File: src/verilog/pbc_pkg.sv
// Purpose: shared constants and types of the PHY basic control block
// Assumes: 100 MHz reference clock, 32-entry management register space
// Notes:   status word is mostly fixed capability bits
package pbc_pkg;

  // register addresses on the management link
  localparam logic [4:0]  REG_CTRL = 5'h00;
  localparam logic [4:0]  REG_STAT = 5'h01;

  // control field positions
  localparam int unsigned CTRL_RESET    = 15;
  localparam int unsigned CTRL_LOOPBACK = 14;
  localparam int unsigned CTRL_SPEED    = 13;
  localparam int unsigned CTRL_AN_EN    = 12;
  localparam int unsigned CTRL_PDOWN    = 11;
  localparam int unsigned CTRL_ISOLATE  = 10;
  localparam int unsigned CTRL_AN_RST   = 9;
  localparam int unsigned CTRL_DUPLEX   = 8;
  localparam int unsigned CTRL_COLTEST  = 7;

  // status field positions and fixed content
  localparam int unsigned STAT_AN_DONE  = 5;
  localparam int unsigned STAT_LINK     = 2;
  localparam logic [15:0] STAT_FIXED    = 16'h7848;

  // values held between hardware reset and the strap capture
  localparam logic        RST_SPEED     = 1'h1;
  localparam logic        RST_AN_EN     = 1'h1;
  localparam logic        RST_ISOLATE   = 1'h0;
  localparam logic        RST_DUPLEX    = 1'h1;

  // timing
  localparam int unsigned CLK_PERIOD_NS = 10;
  localparam int unsigned SRST_TIME_NS  = 100;
  localparam int unsigned SRST_CYCLES   =
    (SRST_TIME_NS + CLK_PERIOD_NS - 1) / CLK_PERIOD_NS;
  localparam int unsigned STRAP_WAIT    = 3;
  localparam int unsigned HDR_BITS      = 12;
  localparam int unsigned DATA_BITS     = 16;
  localparam int unsigned SKIP_BITS     = 18;

  // strapping pins, as levels on the pins
  typedef struct packed {
    logic speed_100;
    logic autoneg_enable_strap;
    logic isolate;
    logic duplex;
  } pbc_strap_type;

  // one register write from the management link
  typedef struct packed {
    logic [4:0]  addr;
    logic [15:0] data;
  } pbc_wr_type;

  typedef enum logic [2:0] {
    MD_IDLE  = 3'b000,
    MD_START = 3'b001,
    MD_HDR   = 3'b010,
    MD_TA    = 3'b011,
    MD_WDATA = 3'b100,
    MD_RDATA = 3'b101,
    MD_SKIP  = 3'b110
  } pbc_mdio_state_type;

endpackage

File: src/verilog/pbc_mdio_slave.sv
// Purpose: management frame slave on the MDC/MDIO pins
// Assumes: MDC far slower than the reference clock
// Notes:   preamble may be suppressed; a 0 then 1 opens a frame
`timescale 1ns/10ps
module pbc_mdio_slave #(
  parameter logic [4:0] PHY_ADDR = 5'h00
) (
  // clock and reset
  input  wire logic               ref_clk_i,
  input  wire logic               rst_b_i,
  // management pins
  input  wire logic               mdc_i,
  input  wire logic               mdio_i,
  output logic                    mdio_o,
  output logic                    mdio_oe_o,
  // register side
  output logic [4:0]              rd_addr_o,
  input  wire logic [15:0]        rd_data_i,
  output pbc_pkg::pbc_wr_type     wr_o,
  output logic                    wr_stb_o
);
  import pbc_pkg::*;

  logic                mdc_m;
  logic                mdc_s;
  logic                mdc_d;
  logic                mdio_m;
  logic                mdio_s;
  logic                rise;
  logic [11:0]         hdr;
  logic [11:0]         next_hdr;
  logic [15:0]         shreg;
  logic [4:0]          cnt;
  logic                is_read;
  pbc_mdio_state_type  state;

  //////////////////////////////////////////////////////////////////////////
  // pins cross in through two flops each
  always_ff @(posedge ref_clk_i or negedge rst_b_i)
  begin
    if (!rst_b_i)
    begin
      mdc_m  <= 1'h0;
      mdc_s  <= 1'h0;
      mdc_d  <= 1'h0;
      mdio_m <= 1'h1;
      mdio_s <= 1'h1;
    end
    else
    begin
      mdc_m  <= mdc_i;
      mdc_s  <= mdc_m;
      mdc_d  <= mdc_s;
      mdio_m <= mdio_i;
      mdio_s <= mdio_m;
    end
  end

  assign rise     = mdc_s & ~mdc_d;
  assign next_hdr = {hdr[10:0], mdio_s};

  //////////////////////////////////////////////////////////////////////////
  // frame sequencer; never gated by power down
  always_ff @(posedge ref_clk_i or negedge rst_b_i)
  begin
    if (!rst_b_i)
    begin
      state     <= MD_IDLE;
      cnt       <= 5'h00;
      hdr       <= 12'h000;
      shreg     <= 16'h0000;
      is_read   <= 1'h0;
      rd_addr_o <= 5'h00;
    end
    else if (rise)
    begin
      unique case (state)
        MD_IDLE:
          if (!mdio_s) state <= MD_START;
        MD_START:
        begin
          state <= mdio_s ? MD_HDR : MD_IDLE;
          cnt   <= 5'h00;
        end
        MD_HDR:
        begin
          hdr <= next_hdr;
          cnt <= cnt + 5'h01;
          if (cnt == 5'(HDR_BITS - 1))
          begin
            cnt <= 5'h00;
            // a frame for another address is skipped whole
            if (next_hdr[9:5] == PHY_ADDR &&
                (next_hdr[11:10] == 2'h2 || next_hdr[11:10] == 2'h1))
            begin
              state     <= MD_TA;
              is_read   <= next_hdr[11:10] == 2'h2;
              rd_addr_o <= next_hdr[4:0];
            end
            else
              state <= MD_SKIP;
          end
        end
        MD_TA:
          if (is_read)
          begin
            state <= MD_RDATA;
            shreg <= rd_data_i;
            cnt   <= 5'h00;
          end
          else if (cnt == 5'h01)
          begin
            state <= MD_WDATA;
            cnt   <= 5'h00;
          end
          else
            cnt <= cnt + 5'h01;
        MD_WDATA:
        begin
          shreg <= {shreg[14:0], mdio_s};
          cnt   <= cnt + 5'h01;
          if (cnt == 5'(DATA_BITS - 1)) state <= MD_IDLE;
        end
        MD_RDATA:
        begin
          shreg <= {shreg[14:0], 1'h0};
          cnt   <= cnt + 5'h01;
          if (cnt == 5'(DATA_BITS)) state <= MD_IDLE;
        end
        MD_SKIP:
        begin
          cnt <= cnt + 5'h01;
          if (cnt == 5'(SKIP_BITS - 1)) state <= MD_IDLE;
        end
        default:
          state <= MD_IDLE;
      endcase
    end
  end

  //////////////////////////////////////////////////////////////////////////
  // write strobe to the register file
  always_ff @(posedge ref_clk_i or negedge rst_b_i)
  begin
    if (!rst_b_i)
    begin
      wr_stb_o <= 1'h0;
      wr_o     <= '0;
    end
    else
    begin
      wr_stb_o <= rise && state == MD_WDATA && cnt == 5'(DATA_BITS - 1);
      if (rise && state == MD_WDATA && cnt == 5'(DATA_BITS - 1))
        wr_o <= '{addr: rd_addr_o, data: {shreg[14:0], mdio_s}};
    end
  end

  // data out changes just after the rising MDC edge
  always_ff @(posedge ref_clk_i or negedge rst_b_i)
  begin
    if (!rst_b_i)
    begin
      mdio_o    <= 1'h1;
      mdio_oe_o <= 1'h0;
    end
    else if (rise)
    begin
      mdio_oe_o <= (state == MD_TA && is_read) ||
                   (state == MD_RDATA && cnt != 5'(DATA_BITS));
      mdio_o    <= state == MD_RDATA ? shreg[15] : 1'h0;
    end
  end
endmodule // pbc_mdio_slave

File: src/verilog/pbc_phy_ctrl.sv
// Purpose: basic control and status registers of a 10/100 PHY
// Assumes: auto-negotiation engine runs on ref_clk_i
// Notes:   strap pins are captured a few cycles after hardware or soft reset, but not after the reset write that ends power down
`timescale 1ns/10ps
module pbc_phy_ctrl #(
  parameter logic [4:0] PHY_ADDR = 5'h00
) (
  // clock and reset
  input  wire logic                  ref_clk_i,
  input  wire logic                  rst_b_i,
  // management pins
  input  wire logic                  mdc_i,
  input  wire logic                  mdio_i,
  output logic                       mdio_o,
  output logic                       mdio_oe_o,
  // strapping pins
  input  wire pbc_pkg::pbc_strap_type strap_i,
  // auto-negotiation engine and line state
  input  wire logic                  an_done_i,
  input  wire logic                  an_speed_100_i,
  input  wire logic                  an_full_duplex_i,
  input  wire logic                  link_up_i,
  // core controls
  output logic                       core_enable_o,
  output logic                       core_reset_o,
  output logic                       loopback_o,
  output logic                       isolate_o,
  output logic                       col_test_o,
  output logic                       an_enable_o,
  output logic                       an_restart_o,
  output logic                       speed_100_o,
  output logic                       full_duplex_o
);
  import pbc_pkg::*;

  localparam int SRST_CHK = SRST_CYCLES + 1;

  if (SRST_CYCLES < 1 || SRST_CYCLES > 255 || STRAP_WAIT < 1 ||
      STRAP_WAIT > 255)
    $error("reset counts do not fit the 8-bit counter");

  pbc_strap_type strap_m;
  pbc_strap_type strap_s;
  pbc_wr_type    wr;
  logic          wr_stb;
  logic [4:0]    rd_addr;
  logic [15:0]   rd_data;
  logic [15:0]   ctrl_word;
  logic [7:0]    load_cnt;
  logic          busy;
  logic          strap_load;
  logic          ctrl_wr;
  logic          srst_start;
  logic          wake_wr;
  logic          plain_wr;
  logic          loopback;
  logic          speed;
  logic          an_en;
  logic          pd;
  logic          iso;
  logic          restart;
  logic          duplex;
  logic          col;

  //////////////////////////////////////////////////////////////////////////
  // management link; keeps serving while powered down
  pbc_mdio_slave #(
    .PHY_ADDR (PHY_ADDR)
  ) u_mdio (
    .ref_clk_i (ref_clk_i),
    .rst_b_i   (rst_b_i),
    .mdc_i     (mdc_i),
    .mdio_i    (mdio_i),
    .mdio_o    (mdio_o),
    .mdio_oe_o (mdio_oe_o),
    .rd_addr_o (rd_addr),
    .rd_data_i (rd_data),
    .wr_o      (wr),
    .wr_stb_o  (wr_stb)
  );

  //////////////////////////////////////////////////////////////////////////
  // strap pins come from outside, so two flops first
  always_ff @(posedge ref_clk_i or negedge rst_b_i)
  begin
    if (!rst_b_i)
    begin
      strap_m <= '0;
      strap_s <= '0;
    end
    else
    begin
      strap_m <= strap_i;
      strap_s <= strap_m;
    end
  end

  //////////////////////////////////////////////////////////////////////////
  // reset sequencer: waits out the synchroniser after hardware reset,
  // and times the soft reset; defaults load as the count ends
  assign busy       = load_cnt != 8'h00;
  assign strap_load = load_cnt == 8'h01;
  assign ctrl_wr    = wr_stb && wr.addr == REG_CTRL && !busy;
  assign srst_start = ctrl_wr && wr.data[CTRL_RESET] && !pd;
  assign wake_wr    = ctrl_wr && wr.data[CTRL_RESET] && pd;
  assign plain_wr   = ctrl_wr && !wr.data[CTRL_RESET];

  always_ff @(posedge ref_clk_i or negedge rst_b_i)
  begin
    if (!rst_b_i)
      load_cnt <= 8'(STRAP_WAIT);
    else if (srst_start)
      load_cnt <= 8'(SRST_CYCLES);
    else if (busy)
      load_cnt <= load_cnt - 8'h01;
  end

  //////////////////////////////////////////////////////////////////////////
  // control fields
  always_ff @(posedge ref_clk_i or negedge rst_b_i)
  begin
    if (!rst_b_i)
    begin
      loopback <= 1'h0;
      speed    <= RST_SPEED;
      an_en    <= RST_AN_EN;
      pd       <= 1'h0;
      iso      <= RST_ISOLATE;
      duplex   <= RST_DUPLEX;
      col      <= 1'h0;
    end
    else if (strap_load)
    begin
      loopback <= 1'h0;
      speed    <= strap_s.speed_100;
      an_en    <= strap_s.autoneg_enable_strap;
      pd       <= 1'h0;
      iso      <= strap_s.isolate;
      duplex   <= ~strap_s.duplex;
      col      <= 1'h0;
    end
    else if (wake_wr)
      pd <= 1'h0;
    else if (plain_wr)
    begin
      loopback <= wr.data[CTRL_LOOPBACK];
      speed    <= wr.data[CTRL_SPEED];
      an_en    <= wr.data[CTRL_AN_EN];
      pd       <= wr.data[CTRL_PDOWN];
      iso      <= wr.data[CTRL_ISOLATE];
      duplex   <= wr.data[CTRL_DUPLEX];
      col      <= wr.data[CTRL_COLTEST];
    end
  end

  // restart reads back as one for a single cycle only
  always_ff @(posedge ref_clk_i or negedge rst_b_i)
  begin
    if (!rst_b_i)
      restart <= 1'h0;
    else
      restart <= plain_wr && wr.data[CTRL_AN_RST] &&
                 !wr.data[CTRL_PDOWN];
  end

  //////////////////////////////////////////////////////////////////////////
  // core controls, all registered; power down silences the core
  always_ff @(posedge ref_clk_i or negedge rst_b_i)
  begin
    if (!rst_b_i)
    begin
      core_enable_o <= 1'h0;
      core_reset_o  <= 1'h1;
      loopback_o    <= 1'h0;
      isolate_o     <= 1'h0;
      col_test_o    <= 1'h0;
      an_enable_o   <= 1'h0;
      an_restart_o  <= 1'h0;
      speed_100_o   <= 1'h0;
      full_duplex_o <= 1'h0;
    end
    else
    begin
      core_enable_o <= !pd && !busy;
      core_reset_o  <= busy;
      loopback_o    <= loopback && !pd;
      isolate_o     <= iso;
      col_test_o    <= col && !pd;
      an_enable_o   <= an_en && !pd;
      an_restart_o  <= restart && an_en;
      speed_100_o   <= an_en ? an_speed_100_i : speed;
      full_duplex_o <= an_en ? an_full_duplex_i : duplex;
    end
  end

  //////////////////////////////////////////////////////////////////////////
  // read side
  assign ctrl_word = {busy, loopback, speed, an_en, pd, iso, restart,
                      duplex, col, 7'h00};

  always_comb
  begin
    rd_data = 16'h0000;
    unique case (rd_addr)
      REG_CTRL:
        rd_data = ctrl_word;
      REG_STAT:
      begin
        rd_data = STAT_FIXED;
        rd_data[STAT_AN_DONE] = an_done_i;
        rd_data[STAT_LINK]    = link_up_i;
      end
      default:
        rd_data = 16'h0000;
    endcase
  end
endmodule // pbc_phy_ctrl

File: config.mk
export PLATFORM = sky130hd
export DESIGN_NAME = pbc_phy_ctrl
export DESIGN_NICKNAME = d
export VERILOG_FILES = /design/src/verilog/pbc_pkg.sv /design/src/verilog/pbc_mdio_slave.sv /design/src/verilog/pbc_phy_ctrl.sv
export SDC_FILE = /design/constraint.sdc
export NUM_CORES = 1
export LEC_CHECK = 0
export BUFFER_PORTS_ARGS = -buffer_cell sky130_fd_sc_hd__clkbuf_2
export CORE_UTILIZATION = 45
export CTS_BUF_LIST = sky130_fd_sc_hd__clkbuf_8
export DETAILED_ROUTE_END_ITERATION = 8
export SLEW_MARGIN = 20
export SYNTH_ARGS = -nofsm -noshare
export SYNTH_HDL_FRONTEND = slang
export SYNTH_SLANG_ARGS = --single-unit
File: constraint.sdc
create_clock -name ref_clk_i -period 5.85 [get_ports ref_clk_i]
set_clock_uncertainty 0.15 [all_clocks]
set_input_delay 0.585 -clock ref_clk_i [delete_from_list [all_inputs] [get_ports ref_clk_i]]
set_output_delay 0.585 -clock ref_clk_i [all_outputs]
set_load 0.01 [all_outputs]
==> results of run 1 <==
layout make-up:
class	instances	area, um2	area share [%]
Clock inverter	7	48.8	1.09
Clock buffer	9	124	2.76
Sequential cell	96	2410	53.7
Multi-Input combinational cell	219	1590	35.3
Tap cell	108	135	3.01
Timing Repair Buffer	24	128	2.84
Inverter	16	60.1	1.34
layout by cell type, fill, tap and decap left out, types with 5 or more instances in the layout:
cell / count
a22oi_1: 9
dfrtp_1: 87
ha_1: 8
mux2_2: 29
nor2b_1: 9
or4_1: 5
nand3_1: 13
clkbuf_2: 21
a31oi_1: 5
a21oi_1: 15
nand2_1: 13
nor2_1: 25
dfstp_2: 9
clkbuf_8: 9
inv_1: 18
nor3_1: 6
mux2_4: 6
o21ai_0: 18
power by group through the flow:
| stage | clock network, mW | logic [mW] | registers (mW) |
|---|---|---|---|
| 4_1_cts | 0.400 | 0.212 | 0.835 |
| 3_3_place_gp | 0 | 0.203 | 0.845 |
| 3_5_place_dp | 0 | 0.211 | 0.848 |
| 5_1_grt | 0.427 | 0.237 | 0.853 |
| 2_1_floorplan | 0 | 0.174 | 0.815 |
| 6_report | 0.384 | 0.208 | 0.835 |
per-layer routing:
| layer | global-route usage, % | share of wire (%) |
|---|---|---|
| met3 | 2.43 | 2.5 |
| met4 | 6.64 | 1.2 |
| met2 | 23.8 | 43 |
| met1 | 25.2 | 53 |
| met5 | 0 | 0 |
metrics by stage:
| stage | hold WS [ns] | instances | util, % | total power, mW |
|---|---|---|---|---|
| 5_1_grt | 0.0926 | 479 | 51.1 | 1.52 |
| 6_report | 0.0662 | 479 | 51.1 | 1.43 |
| 4_1_cts | 0.0773 | 479 | 51.1 | 1.45 |
| 2_1_floorplan | 0.139 | 348 | - | 0.989 |
| 3_3_place_gp | 0.184 | 463 | 49.1 | 1.05 |
| 3_5_place_dp | 0.186 | 463 | 49.1 | 1.06 |
critical path: stages, from the launching register on:
cell and delay, ns:
dfrtp_1 0.60, or3b_1 0.46, or3b_4 0.49, and4b_1 0.53, mux2_4 0.34
path summary, 6_finish.rpt:
kind,from,endpoint,slack [ns],cells after the start
min reg2reg,strap_m[3],strap_s[3],0.20,0
max,u_mdio.state[1],u_mdio.rd_addr_o[1],3.15,4
max in group asynchronous,rst_b_i,u_mdio.shreg[3],4.41,2
min in group ref_clk_i,mdio_i,u_mdio.mdio_m,0.15,1
min,rst_b_i,u_mdio.mdc_d,0.07,1
max reg2reg,u_mdio.state[1],u_mdio.rd_addr_o[1],3.15,4
logic make-up (layout without fill, tap and decap cells):
family,after synthesis,after routing,share of synthesized area (%)
flip-flops,96,96,58.3
multiplexers,36,36,10.3
adder cells (fa/ha/maj),8,8,2.42
AO/OA/AOI/OAI,71,71,11.3
AND/OR/NAND/NOR,100,100,13.5
buffers and inverters,33,56,3.30
XOR/XNOR,4,4,0.847
state kept, by name, summed over array words and instances, names as in the netlist, 3 cells and up:
register / count
load_cnt: 8
strap_m: 4
strap_s: 4
u_mdio.cnt: 5
u_mdio.hdr: 11
u_mdio.rd_addr_o: 5
u_mdio.shreg: 16
u_mdio.state: 3
u_mdio.wr_o: 14
==> impl_metrics.env, run 1 <==
export IMPL_status="finished, violations left"
export IMPL_violations="DRC"
export IMPL_crit_type="flop to flop"
export IMPL_worstPathRequired_ns=5.93
export IMPL_cts_hold_buf=0
export IMPL_grt_overflow=0
export IMPL_n_antenna_cell=0
export IMPL_holdCritPathClass="primary input to async pin"
export IMPL_path_clk_slew_ns=0.10
export IMPL_fp_dieH_um=97.9
export IMPL_grt_pass1_wl_um=12700
export IMPL_synthArstFlopShare_pct=100
export IMPL_synth_area_um2=4140
export IMPL_yosysWarnings=0
export IMPL_fin_area_um2=4500
export IMPL_grt_pass1_vias=2546
export IMPL_yosysTopAreaCellShare_pct=52.6
export IMPL_tritoncts="done"
export IMPL_ir_drop_uv=101
export IMPL_wl_um=7260
export IMPL_finalCritPeriodShare_pct=46.1
export IMPL_synth_nets=368
export IMPL_drtIter0Drc=73
export IMPL_power_switching_mw=0.409
export IMPL_antenna_found_initial=0
export IMPL_syn_inst=348
export IMPL_htreeDepth=3
export IMPL_place_ws_ns=3.19
export IMPL_p_int_mw=1.02
export IMPL_setup_viol=0
export IMPL_rows=34
export IMPL_synth_area_per_cell_um2=11.9
export IMPL_p_leak_nw=2.06
export IMPL_drcViolationCount=1
export IMPL_max_freq_ghz=0.371
export IMPL_ys_seq_area_share_pct=58.3
export IMPL_dpl_cell_area_um2=4320
export IMPL_hold_viol_final=0
export IMPL_yosys_most_used_dff="dfrtp_1"
export IMPL_coreArea_um2=8810
export IMPL_rsz0062_at_grt="false"
export IMPL_fin_ws_ns=3.15
export IMPL_start_kind="flop"
export IMPL_synth_area_leader_cell="dfrtp_1"
export IMPL_layout_nets=386
export IMPL_netlist_top_cells_count="dfrtp_1, mux2_2, nor2_1"
export IMPL_fill_cells=782
export IMPL_post_cts_buffers=0
export IMPL_post_dp_hpwl_um=4990
export IMPL_combinationalPowerShare_pct=14.6
export IMPL_routedWlPerCell_um=15.2
export IMPL_ant_nets=0
export IMPL_io_pins=23
export IMPL_cap_viol_max_count=0
export IMPL_critPathCaptureType="flop"
export IMPL_ys_types=54
export IMPL_worst_pin_slew_ns=0.931
export IMPL_fin_crit_ns=2.70
export IMPL_cts_resized=0
export IMPL_cp_max_fo=16
export IMPL_die_width_um=97.9
export IMPL_syn_to_final_growth_pct=8.68
export IMPL_place_congestion=0.763
export IMPL_synth_area_top_cells="dfrtp_1, mux2_2, dfstp_2, ha_1, nor2_1"
export IMPL_io_buffers=22
export IMPL_cp_arrival_ns=2.78
export IMPL_cts_root_buffer="clkbuf_8"
export IMPL_ys_seq_elements=96
export IMPL_power_density_nw_per_um2=317
export IMPL_power_share_clock_pct=26.9
export IMPL_numCtsBuffers=9
export IMPL_grt_start_max_net_pins=53
export IMPL_clock_insertion_delay_worst_skew_ns=0.35
export IMPL_clockBufferDepth=2
export IMPL_via_count=2628
export IMPL_start_util_pct=47.0
export IMPL_cts_sinks=96
export IMPL_drtPass1Iterations=6
export IMPL_timing_setup_tns_ns=0
export IMPL_via_per_inst=5.49
export IMPL_max_slew_margin_rel_pct=37.9
export IMPL_synth_edf_count=0
export IMPL_synth_most_common_cell="dfrtp_1"
export IMPL_die_area_um2=9580
export IMPL_track_usage_pct=16.6
export IMPL_drive_above_1_share_pct=23.7
export IMPL_p_sw_share_pct=28.7
export IMPL_drv_slew=0
export IMPL_power_frac_seq_pct=58.5
No activity file was read; power rests on OpenSTA's default activity.
==> run 2: changes to the inputs <==
- clock period: 5.85 -> 2.5 ns (I/O delays scaled with it)
==> run 2 against run 1 <==
Global-route usage rose by 1.3 points. Largest cell class unchanged. Hold slack got worse by 0.0074 ns. The flow still finishes with violations (DRC). Critical endpoint is now u_mdio.rd_addr_o[3]. Final cell count rose by 5.0%. Sequential share of layout area fell by 2.6 points.
==> impl_metrics.env, run 2 (synthesis results as in run 1) <==
export IMPL_status="finished, violations left"
export IMPL_violations="DRC"
export IMPL_drcViolationCount=1
export IMPL_final_cell_mix="dfrtp_1, mux2_2, nor2_1"
export IMPL_cts_root_buffer="clkbuf_8"
export IMPL_drive_above_1_share_pct=26.6
export IMPL_numCtsBuffers=9
export IMPL_place_congestion=0.778
export IMPL_drv_slew=0
export IMPL_finalCritPeriodShare_pct=92.9
export IMPL_drtIter0Drc=139
export IMPL_hold_start="link_up_i"
export IMPL_fin_area_um2=4730
export IMPL_grt_pass1_vias=2625
export IMPL_via_per_inst=5.41
export IMPL_wl_um=7620
export IMPL_start_util_pct=47.0
export IMPL_crit_type="flop to flop"
export IMPL_grt_overflow=0
export IMPL_drtPass1Iterations=6
export IMPL_post_dp_hpwl_um=5190
export IMPL_largest_register="u_mdio.shreg"
export IMPL_fin_crit_ns=2.32
export IMPL_antenna_found_initial=0
export IMPL_clock_insertion_delay_worst_skew_ns=0.37
export IMPL_routedWlPerCell_um=15.1
export IMPL_cp_arrival_ns=2.42
export IMPL_worstPathRequired_ns=2.60
export IMPL_start_kind="flop"
export IMPL_hold_viol_final=0
export IMPL_gr_usage_met1_pct=26.5
export IMPL_use_met2_pct=25.1
export IMPL_tritoncts="done"
export IMPL_largest_reg_flops=16
export IMPL_clockBufferDepth=2
export IMPL_coreArea_um2=8810
export IMPL_n_antenna_cell=0
export IMPL_cp_max_fo=6
export IMPL_fp_dieH_um=97.9
export IMPL_rsz0062_at_grt="false"
export IMPL_worst_hold_slack_ns=0.0588
export IMPL_grt_pass1_wl_um=13200
export IMPL_worst_pin_slew_ns=0.592
export IMPL_io_pins=23
export IMPL_timing_setup_tns_ns=0
export IMPL_cts_sinks=96
export IMPL_max_stage_delay_ns=0.49
export IMPL_track_usage_pct=17.9
export IMPL_placed_cells=478
export IMPL_die_area_um2=9580
export IMPL_critPathCaptureType="flop"
export IMPL_die_width_um=97.9
export IMPL_holdCritPathClass="primary input to flop"
export IMPL_path_clk_slew_ns=0.10
export IMPL_regToRegStartpoint="u_mdio.state[2]"
export IMPL_reg_top3="u_mdio.shreg x16, u_mdio.wr_o x14, u_mdio.hdr x11"
export IMPL_io_buffers=22
export IMPL_ant_nets=0
export IMPL_final_common_cell="dfrtp_1"
export IMPL_grt_start_max_net_pins=45
export IMPL_max_slew_margin_rel_pct=60.6
export IMPL_setup_viol=0
export IMPL_p_leak_nw=2.18
export IMPL_layout_nets=410
export IMPL_max_freq_ghz=0.431
export IMPL_dpl_cell_area_um2=4450
export IMPL_syn_to_final_growth_pct=14.3
export IMPL_htreeDepth=3
export IMPL_busiest_layer="met1"
export IMPL_via_count=2719
export IMPL_use_met3_pct=4.08
export IMPL_cp_cell_sequence="or3b_1 -> or3b_4 -> and4b_1 -> mux2_4"
export IMPL_cp_slowest_cell="and4b_1"
export IMPL_cap_viol_max_count=0
export IMPL_finalNonFillerCells=503
export IMPL_critPathLaunch="u_mdio.state[2]"
export IMPL_power_density_nw_per_um2=730
export IMPL_rows=34
export IMPL_ir_drop_uv=288
[run 2: where the power goes]
group / total [mW] / switching [mW] / internal [mW]
clock: 0.955 / 0.561 / 0.394
sequential: 1.92 / 0.156 / 1.76
combinational: 0.577 / 0.285 / 0.292
[run 2: critical path, delay by kind of cell (launching register included)]
family / cells / cell delay [ns]
muxes: 1 / 0.33
and+or+nand+nor: 3 / 1.33
DFF: 1 / 0.39
[run 2: cell type report]
class	instances	area, um2
Fill cell	773	4080
Sequential cell	96	2410
Multi-Input combinational cell	219	1590
Timing Repair Buffer	48	343
Clock buffer	10	138
Tap cell	108	135
Inverter	16	60.1
Clock inverter	6	45.0
[run 2: layer usage]
metal	part of all wire [%]	up-vias
met1	52	1332
met5	0	-
li1	-	1333
met4	1.4	0
met2	43	45
met3	3.4	9
[run 2: worst paths after layout]
check / endpoint / slack, ns / cells after the start
hold reg to reg: strap_s[3] / 0.20 / 0
max in group asynchronous: u_mdio.mdio_o / 1.26 / 3
hold / removal: u_mdio.shreg[2] / 0.06 / 3
min in group asynchronous: u_mdio.cnt[2] / 0.27 / 2
setup reg to reg: u_mdio.rd_addr_o[3] / 0.18 / 4
setup / recovery: u_mdio.rd_addr_o[3] / 0.18 / 4
[run 2: repair_timing]
| item | in CTS | in global routing |
|---|---|---|
| endpoints found under the hold margin | 44 | 0 |
| setup endpoints to repair | 0 | 2 |
| setup buffers | 0 | 0 |
| hold buffers | 9 | 0 |
| gates resized for setup | 0 | 1 |
[run 2: per-stage QoR]
step / total power, mW / util, % / setup WS, ns
6_report: 3.45 / 53.7 / 0.178
5_1_grt: 3.66 / 53.7 / 0.0822
4_1_cts: 3.48 / 53.6 / 0.154
3_5_place_dp: 2.52 / 50.5 / 0.168
3_3_place_gp: 2.49 / 50.5 / 0.224
2_1_floorplan: 2.31 / - / 0.326
